**src/inc/dcs_pkg.sv**
```systemverilog
// constants shared by the synthesizer core files
package dcs_pkg;

  // ---------------------------------------------------------------
  // register indices (byte address is four times the index)
  // ---------------------------------------------------------------
  localparam logic [7:0] IDX_CTRL1 = 8'h00;
  localparam logic [7:0] IDX_CTRL2 = 8'h01;
  localparam logic [7:0] IDX_TUNE = 8'h04;
  localparam logic [7:0] IDX_UPDATE = 8'h08;
  localparam logic [7:0] IDX_STATUS = 8'h09;
  localparam logic [7:0] IDX_PHASE = 8'h0A;

  // ---------------------------------------------------------------
  // reset values
  // ---------------------------------------------------------------
  localparam logic [31:0] CTRL1_BUF_RST = 32'h00000000;
  localparam logic [31:0] CTRL1_ACT_RST = 32'h00000400;
  localparam logic [31:0] CTRL2_RST = 32'h00180000;
  localparam logic [31:0] TUNE_RST = 32'h00000000;
  localparam logic [31:0] PHASE_RST = 32'h00000000;

  // ---------------------------------------------------------------
  // field positions and limits
  // ---------------------------------------------------------------
  localparam int CLK_OFF_BIT = 4;
  localparam int CLR_PHASE_BIT = 10;
  localparam int XTAL_OUT_BIT = 9;
  localparam int MULT_LSB = 3;
  localparam int MULT_W = 5;
  localparam logic [4:0] MULT_MIN = 5'h04;
  localparam logic [4:0] MULT_MAX = 5'h14;
  localparam int UPDATE_BIT = 0;
  localparam int PHASE_W = 32;
  localparam int SAMPLE_W = 10;
  localparam int LUT_IDX_W = 5;
  localparam int ADDR_W = 12;

  // ---------------------------------------------------------------
  // status register bit positions
  // ---------------------------------------------------------------
  localparam int ST_CLEAR = 0;
  localparam int ST_MULT_EN = 1;
  localparam int ST_RUN = 2;
  localparam int ST_OSC = 3;
  localparam int ST_XTAL = 4;

endpackage

```
**src/design/dcs_cosine.sv**
```systemverilog
// cosine map from accumulator phase to offset-binary sample
`timescale 1ns/1ps
module dcs_cosine
  import dcs_pkg::*;
(
  // phase input: quadrant and quarter-wave index
  input wire logic [LUT_IDX_W+1:0] phase_top,
  // amplitude output
  output logic [SAMPLE_W-1:0] amplitude
);

  // ---------------------------------------------------------------
  // quarter-wave table
  // ---------------------------------------------------------------
  // magnitude of cosine for the first quarter, full scale 511
  function automatic logic [8:0] quarter_cos(
    input logic [LUT_IDX_W-1:0] idx
  );
    logic [8:0] m;
    m = 9'h000;
    case (idx)
      5'h00: m = 9'h1FF; 5'h01: m = 9'h1FE;
      5'h02: m = 9'h1FD; 5'h03: m = 9'h1F9;
      5'h04: m = 9'h1F5; 5'h05: m = 9'h1F0;
      5'h06: m = 9'h1E9; 5'h07: m = 9'h1E1;
      5'h08: m = 9'h1D8; 5'h09: m = 9'h1CE;
      5'h0A: m = 9'h1C3; 5'h0B: m = 9'h1B6;
      5'h0C: m = 9'h1A9; 5'h0D: m = 9'h19A;
      5'h0E: m = 9'h18B; 5'h0F: m = 9'h17B;
      5'h10: m = 9'h169; 5'h11: m = 9'h157;
      5'h12: m = 9'h144; 5'h13: m = 9'h130;
      5'h14: m = 9'h11C; 5'h15: m = 9'h107;
      5'h16: m = 9'h0F1; 5'h17: m = 9'h0DA;
      5'h18: m = 9'h0C4; 5'h19: m = 9'h0AC;
      5'h1A: m = 9'h094; 5'h1B: m = 9'h07C;
      5'h1C: m = 9'h064; 5'h1D: m = 9'h04B;
      5'h1E: m = 9'h032; 5'h1F: m = 9'h019;
      default: m = 9'h000;
    endcase
    return m;
  endfunction

  // ---------------------------------------------------------------
  // quadrant folding
  // ---------------------------------------------------------------
  // mirror index in odd quadrants, negate in middle two
  always_comb begin
    logic [LUT_IDX_W-1:0] idx;
    logic [8:0] mag;
    idx = phase_top[LUT_IDX_W-1:0];
    mag = 9'h000;
    if (phase_top[LUT_IDX_W]) begin
      idx = ~phase_top[LUT_IDX_W-1:0];
    end
    mag = quarter_cos(idx);
    // quadrants one and two are negative
    if (phase_top[LUT_IDX_W+1] ^ phase_top[LUT_IDX_W]) begin
      amplitude = 10'h200 - {1'b0, mag};
    end else begin
      amplitude = 10'h200 + {1'b0, mag};
    end
  end

endmodule

```
**src/design/dcs_core.sv**
```systemverilog
// synthesizer core: accumulator, cosine output and clock select
//
// Added by the designer: the register addresses and the APB slave port.
`timescale 1ns/1ps
module dcs_core
  import dcs_pkg::*;
(
  // clock and reset
  input wire logic clock,
  input wire logic reset,
  // apb slave
  input wire logic [ADDR_W-1:0] paddr,
  input wire logic psel,
  input wire logic penable,
  input wire logic pwrite,
  input wire logic [31:0] pwdata,
  output logic [31:0] prdata,
  output logic pready,
  output logic pslverr,
  // clock selection pin
  input wire logic oscillator_mode_pin,
  // clock generation controls
  output logic oscillator_enable,
  output logic crystal_out_enable,
  output logic multiplier_enable,
  output logic [MULT_W-1:0] multiplier_value,
  output logic synthesis_clock_run,
  // converter sample
  output logic [SAMPLE_W-1:0] dac_sample
);

  // ---------------------------------------------------------------
  // state record
  // ---------------------------------------------------------------
  // whole module state, registered as one word
  typedef struct packed {
    logic [31:0] ctrl1_buf;   // software copy, first word
    logic [31:0] ctrl1_act;   // active copy, first word
    logic [31:0] ctrl2_buf;   // software copy, second word
    logic [31:0] ctrl2_act;   // active copy, second word
    logic [31:0] tune_buf;    // software copy, increment
    logic [31:0] tune_act;    // active increment
    logic [PHASE_W-1:0] phase; // accumulator
    logic [SAMPLE_W-1:0] sample; // converter sample
    logic [31:0] rdata;       // bus read data
    logic ready;              // bus ready
    logic slverr;             // bus error
    logic osc_en;             // oscillator enable
    logic xtal_en;            // crystal output buffer
    logic mult_en;            // multiplier powered
    logic [MULT_W-1:0] mult;  // multiplier factor
    logic run;                // synthesis clock gate
  } dcs_state_t;

  dcs_state_t r;       // current state
  dcs_state_t next_r;  // next state
  logic [SAMPLE_W-1:0] cos_amp; // cosine of current phase

  // ---------------------------------------------------------------
  // helper functions
  // ---------------------------------------------------------------
  // register index from byte address
  function automatic logic [7:0] reg_index(
    input logic [ADDR_W-1:0] a
  );
    return a[9:2];
  endfunction

  // decoded address known to the map
  function automatic logic is_mapped(input logic [7:0] i);
    return (i == IDX_CTRL1) || (i == IDX_CTRL2) ||
           (i == IDX_TUNE) || (i == IDX_UPDATE) ||
           (i == IDX_STATUS) || (i == IDX_PHASE);
  endfunction

  // multiplier field of a second control word
  function automatic logic [MULT_W-1:0] mult_field(
    input logic [31:0] w
  );
    return w[MULT_LSB+MULT_W-1:MULT_LSB];
  endfunction

  // multiplier factor within the usable range
  function automatic logic mult_in_range(
    input logic [MULT_W-1:0] m
  );
    return (m >= MULT_MIN) && (m <= MULT_MAX);
  endfunction

  // ---------------------------------------------------------------
  // cosine map
  // ---------------------------------------------------------------
  // top phase bits select the table entry
  // cosine of phase
  dcs_cosine u_cosine (
    .phase_top (r.phase[PHASE_W-1:PHASE_W-LUT_IDX_W-2]),
    .amplitude (cos_amp)
  );

  // ---------------------------------------------------------------
  // next-state logic
  // ---------------------------------------------------------------
  // bus access, transfer strobe, accumulator, clock select
  always_comb begin
    logic [7:0] idx;
    logic access;
    logic wr;
    logic [MULT_W-1:0] m;
    logic [31:0] status;
    idx = reg_index(paddr);
    access = 1'b0;
    wr = 1'b0;
    m = '0;
    status = '0;
    next_r = r;

    // completion of an apb access
    access = psel && penable && r.ready;
    wr = access && pwrite;

    // writes land in the software copies
    if (wr) begin
      case (idx)
        IDX_CTRL1: begin
          next_r.ctrl1_buf = pwdata;
        end
        IDX_CTRL2: begin
          next_r.ctrl2_buf = pwdata;
        end
        IDX_TUNE: begin
          next_r.tune_buf = pwdata;
        end
        default: begin
          // update, read-only or unmapped: no software copy written
        end
      endcase
    end

    // transfer strobe moves software copies in
    // buffered copy transfer
    if (wr && (idx == IDX_UPDATE) && pwdata[UPDATE_BIT]) begin
      next_r.ctrl1_act = r.ctrl1_buf;
      next_r.ctrl2_act = r.ctrl2_buf;
      next_r.tune_act = r.tune_buf;
    end

    // accumulator only steps while the clock runs
    // clock gate holds
    if (r.run) begin
      if (r.ctrl1_act[CLR_PHASE_BIT]) begin
        next_r.phase = '0;
      end else begin
        next_r.phase = r.phase + r.tune_act;
      end
      next_r.sample = cos_amp;
    end

    // clock source selection from the active words and the mode pin
    // multiplier field
    m = mult_field(next_r.ctrl2_act);
    next_r.mult_en = mult_in_range(m);
    // bypass shows a factor of one
    next_r.mult = next_r.mult_en ? m : 5'h01;
    next_r.osc_en = oscillator_mode_pin;
    next_r.xtal_en = oscillator_mode_pin &&
                     next_r.ctrl2_act[XTAL_OUT_BIT];
    next_r.run = !next_r.ctrl1_act[CLK_OFF_BIT];

    // status word shows live core state
    status[ST_CLEAR] = r.ctrl1_act[CLR_PHASE_BIT];
    status[ST_MULT_EN] = r.mult_en;
    status[ST_RUN] = r.run;
    status[ST_OSC] = r.osc_en;
    status[ST_XTAL] = r.xtal_en;

    // setup cycle: load answer for the access phase
    next_r.ready = psel && !penable;
    if (psel && !penable) begin
      next_r.slverr = !is_mapped(idx);
      case (idx)
        IDX_CTRL1: begin
          next_r.rdata = r.ctrl1_buf;
        end
        IDX_CTRL2: begin
          next_r.rdata = r.ctrl2_buf;
        end
        IDX_TUNE: begin
          next_r.rdata = r.tune_buf;
        end
        IDX_STATUS: begin
          next_r.rdata = status;
        end
        IDX_PHASE: begin
          next_r.rdata = r.phase;
        end
        default: begin
          // update register and holes read zero
          next_r.rdata = '0;
        end
      endcase
    end else begin
      // answer lasts one cycle only
      next_r.slverr = 1'b0;
      next_r.rdata = '0;
    end
  end

  // ---------------------------------------------------------------
  // state register
  // ---------------------------------------------------------------
  // synchronous reset to the defined initial state
  always_ff @(posedge clock) begin
    if (reset) begin
      r.ctrl1_buf <= CTRL1_BUF_RST;
      r.ctrl1_act <= CTRL1_ACT_RST;
      r.ctrl2_buf <= CTRL2_RST;
      r.ctrl2_act <= CTRL2_RST;
      r.tune_buf <= TUNE_RST;
      r.tune_act <= TUNE_RST;
      r.phase <= PHASE_RST;
      r.sample <= '0;
      r.rdata <= '0;
      r.ready <= 1'b0;
      r.slverr <= 1'b0;
      r.osc_en <= 1'b0;
      r.xtal_en <= 1'b0;
      r.mult_en <= 1'b0;
      r.mult <= 5'h01;
      r.run <= 1'b1;
    end else begin
      r <= next_r;
    end
  end

  // ---------------------------------------------------------------
  // outputs
  // ---------------------------------------------------------------
  // every output is a state flip-flop
  assign prdata = r.rdata;
  assign pready = r.ready;
  assign pslverr = r.slverr;
  assign oscillator_enable = r.osc_en;
  assign crystal_out_enable = r.xtal_en;
  assign multiplier_enable = r.mult_en;
  assign multiplier_value = r.mult;
  assign synthesis_clock_run = r.run;
  assign dac_sample = r.sample;

endmodule

```
**config.mk**
```make
export PLATFORM = sky130hd
export DESIGN_NAME = dcs_core
export DESIGN_NICKNAME = d
export VERILOG_FILES = /design/src/inc/dcs_pkg.sv /design/src/design/dcs_cosine.sv /design/src/design/dcs_core.sv
export SDC_FILE = /design/constraint.sdc
export NUM_CORES = 1
export LEC_CHECK = 0
export BUFFER_PORTS_ARGS = -buffer_cell sky130_fd_sc_hd__buf_2
export CAP_MARGIN = 20
export CORE_ASPECT_RATIO = 0.75
export CORE_UTILIZATION = 60
export CTS_BUF_LIST = sky130_fd_sc_hd__clkbuf_4
export DETAILED_ROUTE_END_ITERATION = 16
export MAX_ROUTING_LAYER = met4
export PLACE_DENSITY = 0.92
export SYNTH_ARGS = -nofsm -noshare
export SYNTH_HDL_FRONTEND = slang
export SYNTH_HIERARCHICAL = 1
export SYNTH_SLANG_ARGS = --single-unit
```
**constraint.sdc**
```tcl
create_clock -name clock -period 9.9 [get_ports clock]
set_input_delay 2.97 -clock clock [delete_from_list [all_inputs] [get_ports clock]]
set_output_delay 2.97 -clock clock [all_outputs]
set_load 0.01 [all_outputs]
```
Yosys cells after proc, flatten, opt, wreduce, memory -nomap -nowiden:

Memory sizes are Yosys's and may differ from the RTL's.
Index checks and enable logic that the tools add are counted.

* $add $sub $neg: 3
* $lt $le $gt $ge: 2
* eq/ne operators: 5
* muxes and demuxes: 6
* bitwise gates (word level): 4
* reductions and logical operators: 22

Operators by type and width (number)
* 32-bit case mux with 5 select lines: 1
* 32-bit adder: 1
* 32-bit two-way mux: 1
* 8-bit by 4-bit == test with 1-bit output, second input constant: 3
* 10-bit two-way mux: 2
* 10-bit by 9-bit adder with 10-bit output, first input constant: 1
* 5-bit two-way mux: 2
* 10-bit by 9-bit subtractor with 10-bit output, first input constant: 1
* 8-bit by 1-bit == test with 1-bit output, second input constant: 1
* 8-bit by 3-bit == test with 1-bit output, second input constant: 1
* 1-bit logical AND: 8
* 8-bit logical NOT: 1
* 2-bit AND reduction: 3
* 5-bit by 3-bit greater-or-equal comparator with 1-bit output, second input constant: 1
* 5-bit <= comparator, second input constant: 1
* 1-bit logical OR: 5
* 5-bit inverter: 1
* 2-bit OR reduction: 2
* 1-bit logical NOT: 3
* 1-bit inverter: 2
* 1-bit XOR: 1

* flip-flop bits (word level): 234
* ROM bits: 288
* bits of input ports: 50
* word-level logic and storage cells: 61
* memories: 1

Memories
* (name not given): depth 32, bits a word 9, rd ports 1, clocked after memory_dff 0, wr ports 0, RTL line dcs_cosine.sv:21 `case (idx)`

Logic depth before layout (Yosys ltp):

Gate-level depths: netlist of run 1.

* depth after elaboration: 10
* depth in mapped cells: 17

Modules after synthesis:

Netlist of run 1, hierarchy kept.

By module, submodules not included
* dcs_core: instances 1, cells each 1209, area each 9820.7 µm²
* dcs_cosine: instances 1, cells each 202, area each 1337.5 µm²

Worst setup path after synthesis of run 1:

Ideal clock, no wire load.

* path kind: input port to flip-flop
* from: in paddr[7]
* to: reg r, in the netlist multiplier_value[1]
* library setup time: 0.065 ns
* data arrival time: 4.934 ns
* data required time: 9.835 ns
* setup slack: 4.900 ns
* stages: 9
* path buffers: 0
* path through: or4_4 nor3_4 nand4_4 or3_1 o31ai_1 o21a_1 nor2_1 a311oi_2 nor2b_1

* cells in the longest elaborated chain, start to end: 8
* elaborated cells between the ends (all ways): 9
* those cells by class: 2 x order compare; 1 x eq/ne; 1 x mux; 1 x bitwise; 4 x reduce/logical

RTL lines
* from (decl): RTL line dcs_core.sv:12 `input wire logic [ADDR_W-1:0] paddr,`
* 8-bit by 4-bit == test with 1-bit output *: RTL line dcs_core.sv:141 `if (wr && (idx == IDX_UPDATE) && pwdata[UPDATE_BIT]) begin`
* 1-bit logical AND * (2 in a row): RTL line dcs_core.sv:141
* 10-bit two-way mux *: RTL line dcs_core.sv:141
* 5-bit by 3-bit greater-or-equal comparator with 1-bit output / 5-bit <= comparator (equally long branches): RTL line dcs_core.sv:87 `return (m >= MULT_MIN) && (m <= MULT_MAX);`
* 1-bit logical AND: RTL line dcs_core.sv:87
* 1-bit inverter (no line)
* 2-bit OR reduction (no line)
* to (signal assigned): RTL line dcs_core.sv:231 `r <= next_r;`
* to (decl): RTL line dcs_core.sv:55 `dcs_state_t r;`

Mark *: on every way between the ends. The rest lies on a longest branch, timed or not.
A chain may end at the register's enable or synchronous reset.

Worst setup path after layout of run 1:

Ends and elaborated chain as after synthesis.

==> summary.md, run 1 <==
| Metric | Value |
|---|---|
| Fin. max-slew vios | 0 |
| Pre-CTS setup slack | 3.82 ns |
| Final setup margin | 4.47 ns |
| Slew HR | 28.6% |
| Post-synthesis mux area share | 2.30% |
| Core Region | 17900 µm² |
| Skew-Pair Late Insertion Delay | 0.68 ns |
| Synth top area share | 39.7% |
| Routability cong. | 0.956 |
| RSZ-0062 raised after global routing | false |
| Clock Skews | 0.0449 ns |
| Crit path DAT | 6.03 ns |
| Routed Antenna Nets | 0 |
| # H-tree levels | 2 |
| Vias in the first global route | 9813 |
| Top FF cell, synth | dfxtp_1 |
| Tightest Hold Check Type | reg -> reg |
| Synthesized-area fraction occupied by adder cells | 4.89% |
| Top Ports | 103 |
| # port buffers | 98 |
| Sequential element share of the synthesized area | 39.7% |
| Status | completed |
| Postcts setup bufs | 0 |
| Critical Path End Type | register |
| Fin crit share | 54.9% |
| Least-Margin Pin Slew | 1.06 ns |
| Worst-path fanout max | 41 |
| Largest family of logic cells by synthesized area | compound AO/OA/AOI/OAI gates |
| DR DRC count | 0 |
| Die Footprint | 19200 µm² |
| Most common cell after layout, fill and taps aside | nand2_1 |
| Simple-gate portion of the synthesized area | 20.0% |
| Vias post-DR | 10500 |
| CTS sink cnt | 221 |
| Cts repair resizes | 0 |
| Hold Violations, Final | 0 |
| Cell Rows | 42 |
| Die height | 120 µm |
| Yosys cell types | 79 |
| CTS Hold Bufs | 0 |
| First-pass GRT wire length | 49200 µm |
| WS Path Type | in -> reg |
| Synthesized flop and latch total | 221 |
| Initial antenna violation count | 1 |
| Synth Area per Inst | 7.91 µm² |
| Compound-gate portion of the synthesized area | 22.6% |
| Synth Net Count | 1504 |
| Area grow syn2layout | 7.87% |
| Ys async rst share | 0% |
| Final-layout fill cell count | 1459 |
| Fraction of layout cells with a size suffix above 1 | 15.0% |
| Leak pwr | 0.00469 µW |
| Final Critical Period | 5.43 ns |
| Drt via density | 6.05 |
| Ranking of synthesized cells by area | dfxtp_1 (40%), nand2_1 (12%), a21oi_1 (9.0%) |
| Fraction of synthesized cell area in xor and xnor cells | 2.83% |
| Gr usage total | 32.5% |
| Post-layout net count | 1535 |
| Grt total ovfl | 0 |
| Sum of negative setup slack | 0 ns |
| Overall Power | 1660 µW |
| TritonCTS Buffers | 53 |
| Fmax | 184 MHz |
| Starting Density | 62.3% |
| Post-Syn Instances | 1411 |
| YS warnings | 6 |
| Final setup vio count | 0 |
| Max cap viols | 0 |
| Worst-path clk slew | 0.07 ns |
| Drt pass-1 iters | 7 |
| Critical path startpoint category | primary input |
| Biggest area consumer among synthesized cells | dfxtp_1 |
| Chip Width | 159 µm |
| Mapped Area | 11200 µm² |
| Pwr dens | 138 nW/µm² |
| Most frequent cells in the layout | nand2_1 (345), dfxtp_1 (221), a21oi_1 (201), buf_2 (97), clkbuf_4 (77) |
| Largest net degree at the start of global routing | 87 |
| Worst Path Required | 10.50 ns |
| Placed wire-length estimate | 19800 µm |
| Clock Tree Root | clkbuf_4 |
| Post-synth EDFFs | 0 |
| CTS tree | yes |
| CTS max path bufs | 3 |
| Worst VDD drop | 96.1 µV |
| Iteration-0 DRC Markers | 1236 |
| Final WL | 30300 µm |
| Avg WL per Cell | 17.5 µm |
[worst paths after layout]
kind / to / depth (start not counted) / start / slack [ns]
setup / recovery: multiplier_value[1] / 9 / paddr[7] / 4.47
hold / removal: prdata[13] / 2 / r[194] / 0.45
setup reg to reg: dac_sample[6] / 13 / r[78] / 6.31
hold reg to reg: prdata[13] / 2 / r[194] / 0.45
[kinds of logic after synthesis]
kind of cell / Yosys count
AND/OR/NAND/NOR: 521
AO/OA/AOI/OAI: 396
flip-flops: 221
buffers and inverters: 169
adder cells (fa/ha/maj): 43
XOR/XNOR: 36
multiplexers: 25
[cell usage after synthesis, drive strengths merged (16+ instances only)]
cell type / number
buf: 64
a21o: 17
nand2: 345
a222oi: 32
xor2: 16
a21oi: 202
nor2: 73
dfxtp: 221
clkbuf: 78
ha: 42
inv: 27
a22oi: 18
o21ai: 36
xnor2: 20
mux2i: 23
[metrics by stage]
step / area [µm²] / hold WS [ns] / std cells / util (%)
3_5_place_dp: 11400 / 0.446 / 1629 / 63.4
5_1_grt: 12000 / 0.472 / 1728 / 67.2
4_1_cts: 12000 / 0.453 / 1727 / 67.2
6_report: 12000 / 0.453 / 1728 / 67.2
3_3_place_gp: 11400 / 0.441 / 1629 / 63.4
2_1_floorplan: 11200 / 0.436 / 1411 / -
[power breakdown]
part	switching (µW)	total [µW]	internal, µW	leakage, µW
clock network	374	735	361	0.000396
logic	25.9	37.5	11.7	0.00252
registers	1.47	893	891	0.00178
[critical path, stage by stage]
cell and delay [ns]:
buf_2 0.10, or4_4 0.59, nor3_4 0.26, nand4_4 0.64
mux2i_1 0.65, o21a_1 0.22, nor2_1 0.07, a311oi_2 0.35
nor2b_1 0.17
[metal layers]
layer	wire [µm]	vias up	share of wire [%]	track usage, %
li1	-	4961	-	-
met1	13300	4869	44	43.0
met2	13200	567	44	49.3
met3	3310	56	11	7.67
met4	534	0	1.8	9.80
met5	0	-	0	-
[state kept, by name, indices dropped and copies added (netlist names)]
signal and count:
pslverr 1, dac_sample 10, pready 1, prdata 32, r 168, multiplier_enable 1
synthesis_clock_run 1, oscillator_enable 1, multiplier_value 5, crystal_out_enable 1
[area by class of cell]
type                            instances  area, µm²  area share [%]
Inverter                               27        101           0.842
Clock buffer                           77        578            4.80
Tap cell                              242        303            2.52
Multi-Input combinational cell       1021       5890            49.0
Timing Repair Buffer                  118        643            5.34
Sequential cell                       221       4420            36.8
Antenna cell                            1       2.50          0.0208
Clock inverter                         21       92.6           0.769
No activity file was read; power rests on OpenSTA's default activity.
==> run 2, diff against run 1 <==
- clock period: 9.9 -> 5 ns (I/O delays scaled with it)
==> summary.md, run 2 (synthesis gave the netlist of run 1 again) <==
| Metric | Value |
|---|---|
| Drt pass-1 iters | 13 (+6) |
| Final WL | 30500 µm (+0.73%) |
| Cts repair resizes | 0 (unchanged) |
| Starting Density | 62.3% (unchanged) |
| Most frequent cells in the layout | nand2_1 (345), dfxtp_1 (221), a21oi_1 (201), buf_2 (97), clkbuf_4 (74) |
| Clock Skews | 0.0225 ns (-0.0223 ns) |
| Max cap viols | 0 (unchanged) |
| Chip Width | 159 µm (unchanged) |
| Die height | 120 µm (unchanged) |
| CTS Hold Bufs | 0 (unchanged) |
| Fmax | 267 MHz |
| Fin util | 67.7% (+0.55 points) |
| Final Critical Period | 3.75 ns |
| Core Region | 17900 µm² (unchanged) |
| Crit path buffers/inverters | 1 (unchanged) |
| Pwr dens | 280 nW/µm² (+100%) |
| Postcts setup bufs | 0 (unchanged) |
| Worst VDD drop | 181 µV (+88%) |
| Fraction of layout cells with a size suffix above 1 | 15.3% (+0.32 points) |
| RSZ-0062 raised after global routing | false |
| Least-Margin Pin Slew | 1.11 ns (+0.0450 ns) |
| Worst-path clk slew | 0.08 ns (about the same) |
| CTS max path bufs | 3 (unchanged) |
| N_diodes | 0 (-1) |
| TritonCTS Buffers | 51 (-3.8%) |
| Most common cell after layout, fill and taps aside | nand2_1 |
| Pre-CTS setup slack | 1.03 ns (-2.79 ns) |
| Routed Antenna Nets | 0 (unchanged) |
| Avg WL per Cell | 17.6 µm (+0.67%) |
| Largest Register | r |
| Gr usage total | 32.7% (+0.15 points) |
| Cell Rows | 42 (unchanged) |
| Routability cong. | 0.945 (-1.2%) |
| Top Ports | 103 (unchanged) |
| Largest net degree at the start of global routing | 107 (+23%) |
| Leak pwr | 0.00475 µW (+1.2%) |
| Most used cell, CP | xor2_1 |
| DR DRC count | 0 (unchanged) |
| Sum of negative setup slack | 0 ns (unchanged) |
| CTS tree | yes |
| Placed wire-length estimate | 20600 µm (+4.0%) |
| Tightest Hold Check Type | reg -> reg |
| CP top delay family | compound AO/OA/AOI/OAI gates |
| Critical path startpoint category | register |
| Vias post-DR | 10600 (+1.2%) |
| Hold Violations, Final | 0 (unchanged) |
| CP max-delay cell | dfxtp_1 |
| Post-Layout Inst Area | 12100 µm² (+0.82%) |
| Post-layout net count | 1542 (+0.46%) |
| Placed cell area | 11400 µm² (+0.59%) |
| # port buffers | 98 (unchanged) |
| Slew HR | 25.5% (-3.0 points) |
| Worst-path fanout max | 12 (-71%) |
| First-pass GRT wire length | 49400 µm (+0.32%) |
| Worst Path Required | 5.61 ns (-4.89 ns) |
| Grt total ovfl | 0 (unchanged) |
| Status | completed |
| Final setup vio count | 0 (unchanged) |
| Vias in the first global route | 9843 (+0.31%) |
| WS Path Type | reg -> reg |
| Initial antenna violation count | 0 (-1) |
| Final setup margin | 1.25 ns (-3.21 ns) |
| Iteration-0 DRC Markers | 1564 (+27%) |
| Max reg flops | 168 (unchanged) |
| Fin crit share | 74.9% |
| Skew-Pair Late Insertion Delay | 0.67 ns (about the same) |
| CP cell instances | xor2_1 -> inv_1 -> ha_1 -> a311o_1 -> a211oi_1 -> nor3_1 -> o41ai_1 -> xor2_1 -> mux2i_1 -> nor2_1 |
| Critical Path End Type | register |
| CTS sink cnt | 221 (unchanged) |
| # H-tree levels | 2 (unchanged) |
| Clock Tree Root | clkbuf_4 |
| Fin. max-slew vios | 0 (unchanged) |
| Crit path DAT | 4.35 ns (-1.68 ns) |
| Drt via density | 6.12 (+1.1%) |
| Area grow syn2layout | 8.76% |
| Worst path max stage delay | 0.68 ns (+0.03 ns) |
| Die Footprint | 19200 µm² (unchanged) |
run 2: path summary, 6_finish.rpt:
check,start,endpoint,slack (ns),cells past startpoint
setup reg to reg,r[78],dac_sample[5],1.25,10
setup / recovery,r[78],dac_sample[5],1.25,10
hold reg to reg,r[208],r[208],0.46,2
hold / removal,r[208],r[208],0.46,2
run 2: stage by stage:
step | total power, µW | cells | hold WS [ns]
6_report | 3400 | 1729 | 0.456
5_1_grt | 3520 | 1729 | 0.469
4_1_cts | 3410 | 1729 | 0.456
3_5_place_dp | 1880 | 1638 | 0.446
3_3_place_gp | 1880 | 1638 | 0.441
2_1_floorplan | 1840 | 1411 | 0.436
run 2: worst reg2reg max path, delay by kind of cell, from the launching register on:
family	cells	cell delay, ns
DFF	1	0.68
muxes	1	0.12
AOI/OAI and AO/OA	3	1.03
and+or+nand+nor	2	0.26
xor gates and xnor gates	2	0.93
adders and majority gates	1	0.43
buffers and inverters	1	0.24
run 2: power breakdown:
part	internal (µW)	total (µW)	switching, µW	leakage [µW]
clock network	835	1550	720	0.000408
logic	23.5	75.0	51.5	0.00256
registers	1760	1770	3.02	0.00178
run 2: final cells by class:
class | instances | area, µm²
Tap cell | 242 | 303
Inverter | 27 | 101
Clock buffer | 74 | 556
Sequential cell | 221 | 4420
Timing Repair Buffer | 127 | 711
Fill cell | 1422 | 5780
Multi-Input combinational cell | 1021 | 5890
Clock inverter | 17 | 149
run 2: routing by layer:
layer / track usage (%) / share of wire (%) / vias to the layer above
met5: - / 0 / -
met1: 44.0 / 44 / 4901
li1: - / - / 4977
met4: 10.5 / 1.6 / 0
met3: 6.46 / 11 / 52
met2: 49.4 / 44 / 645
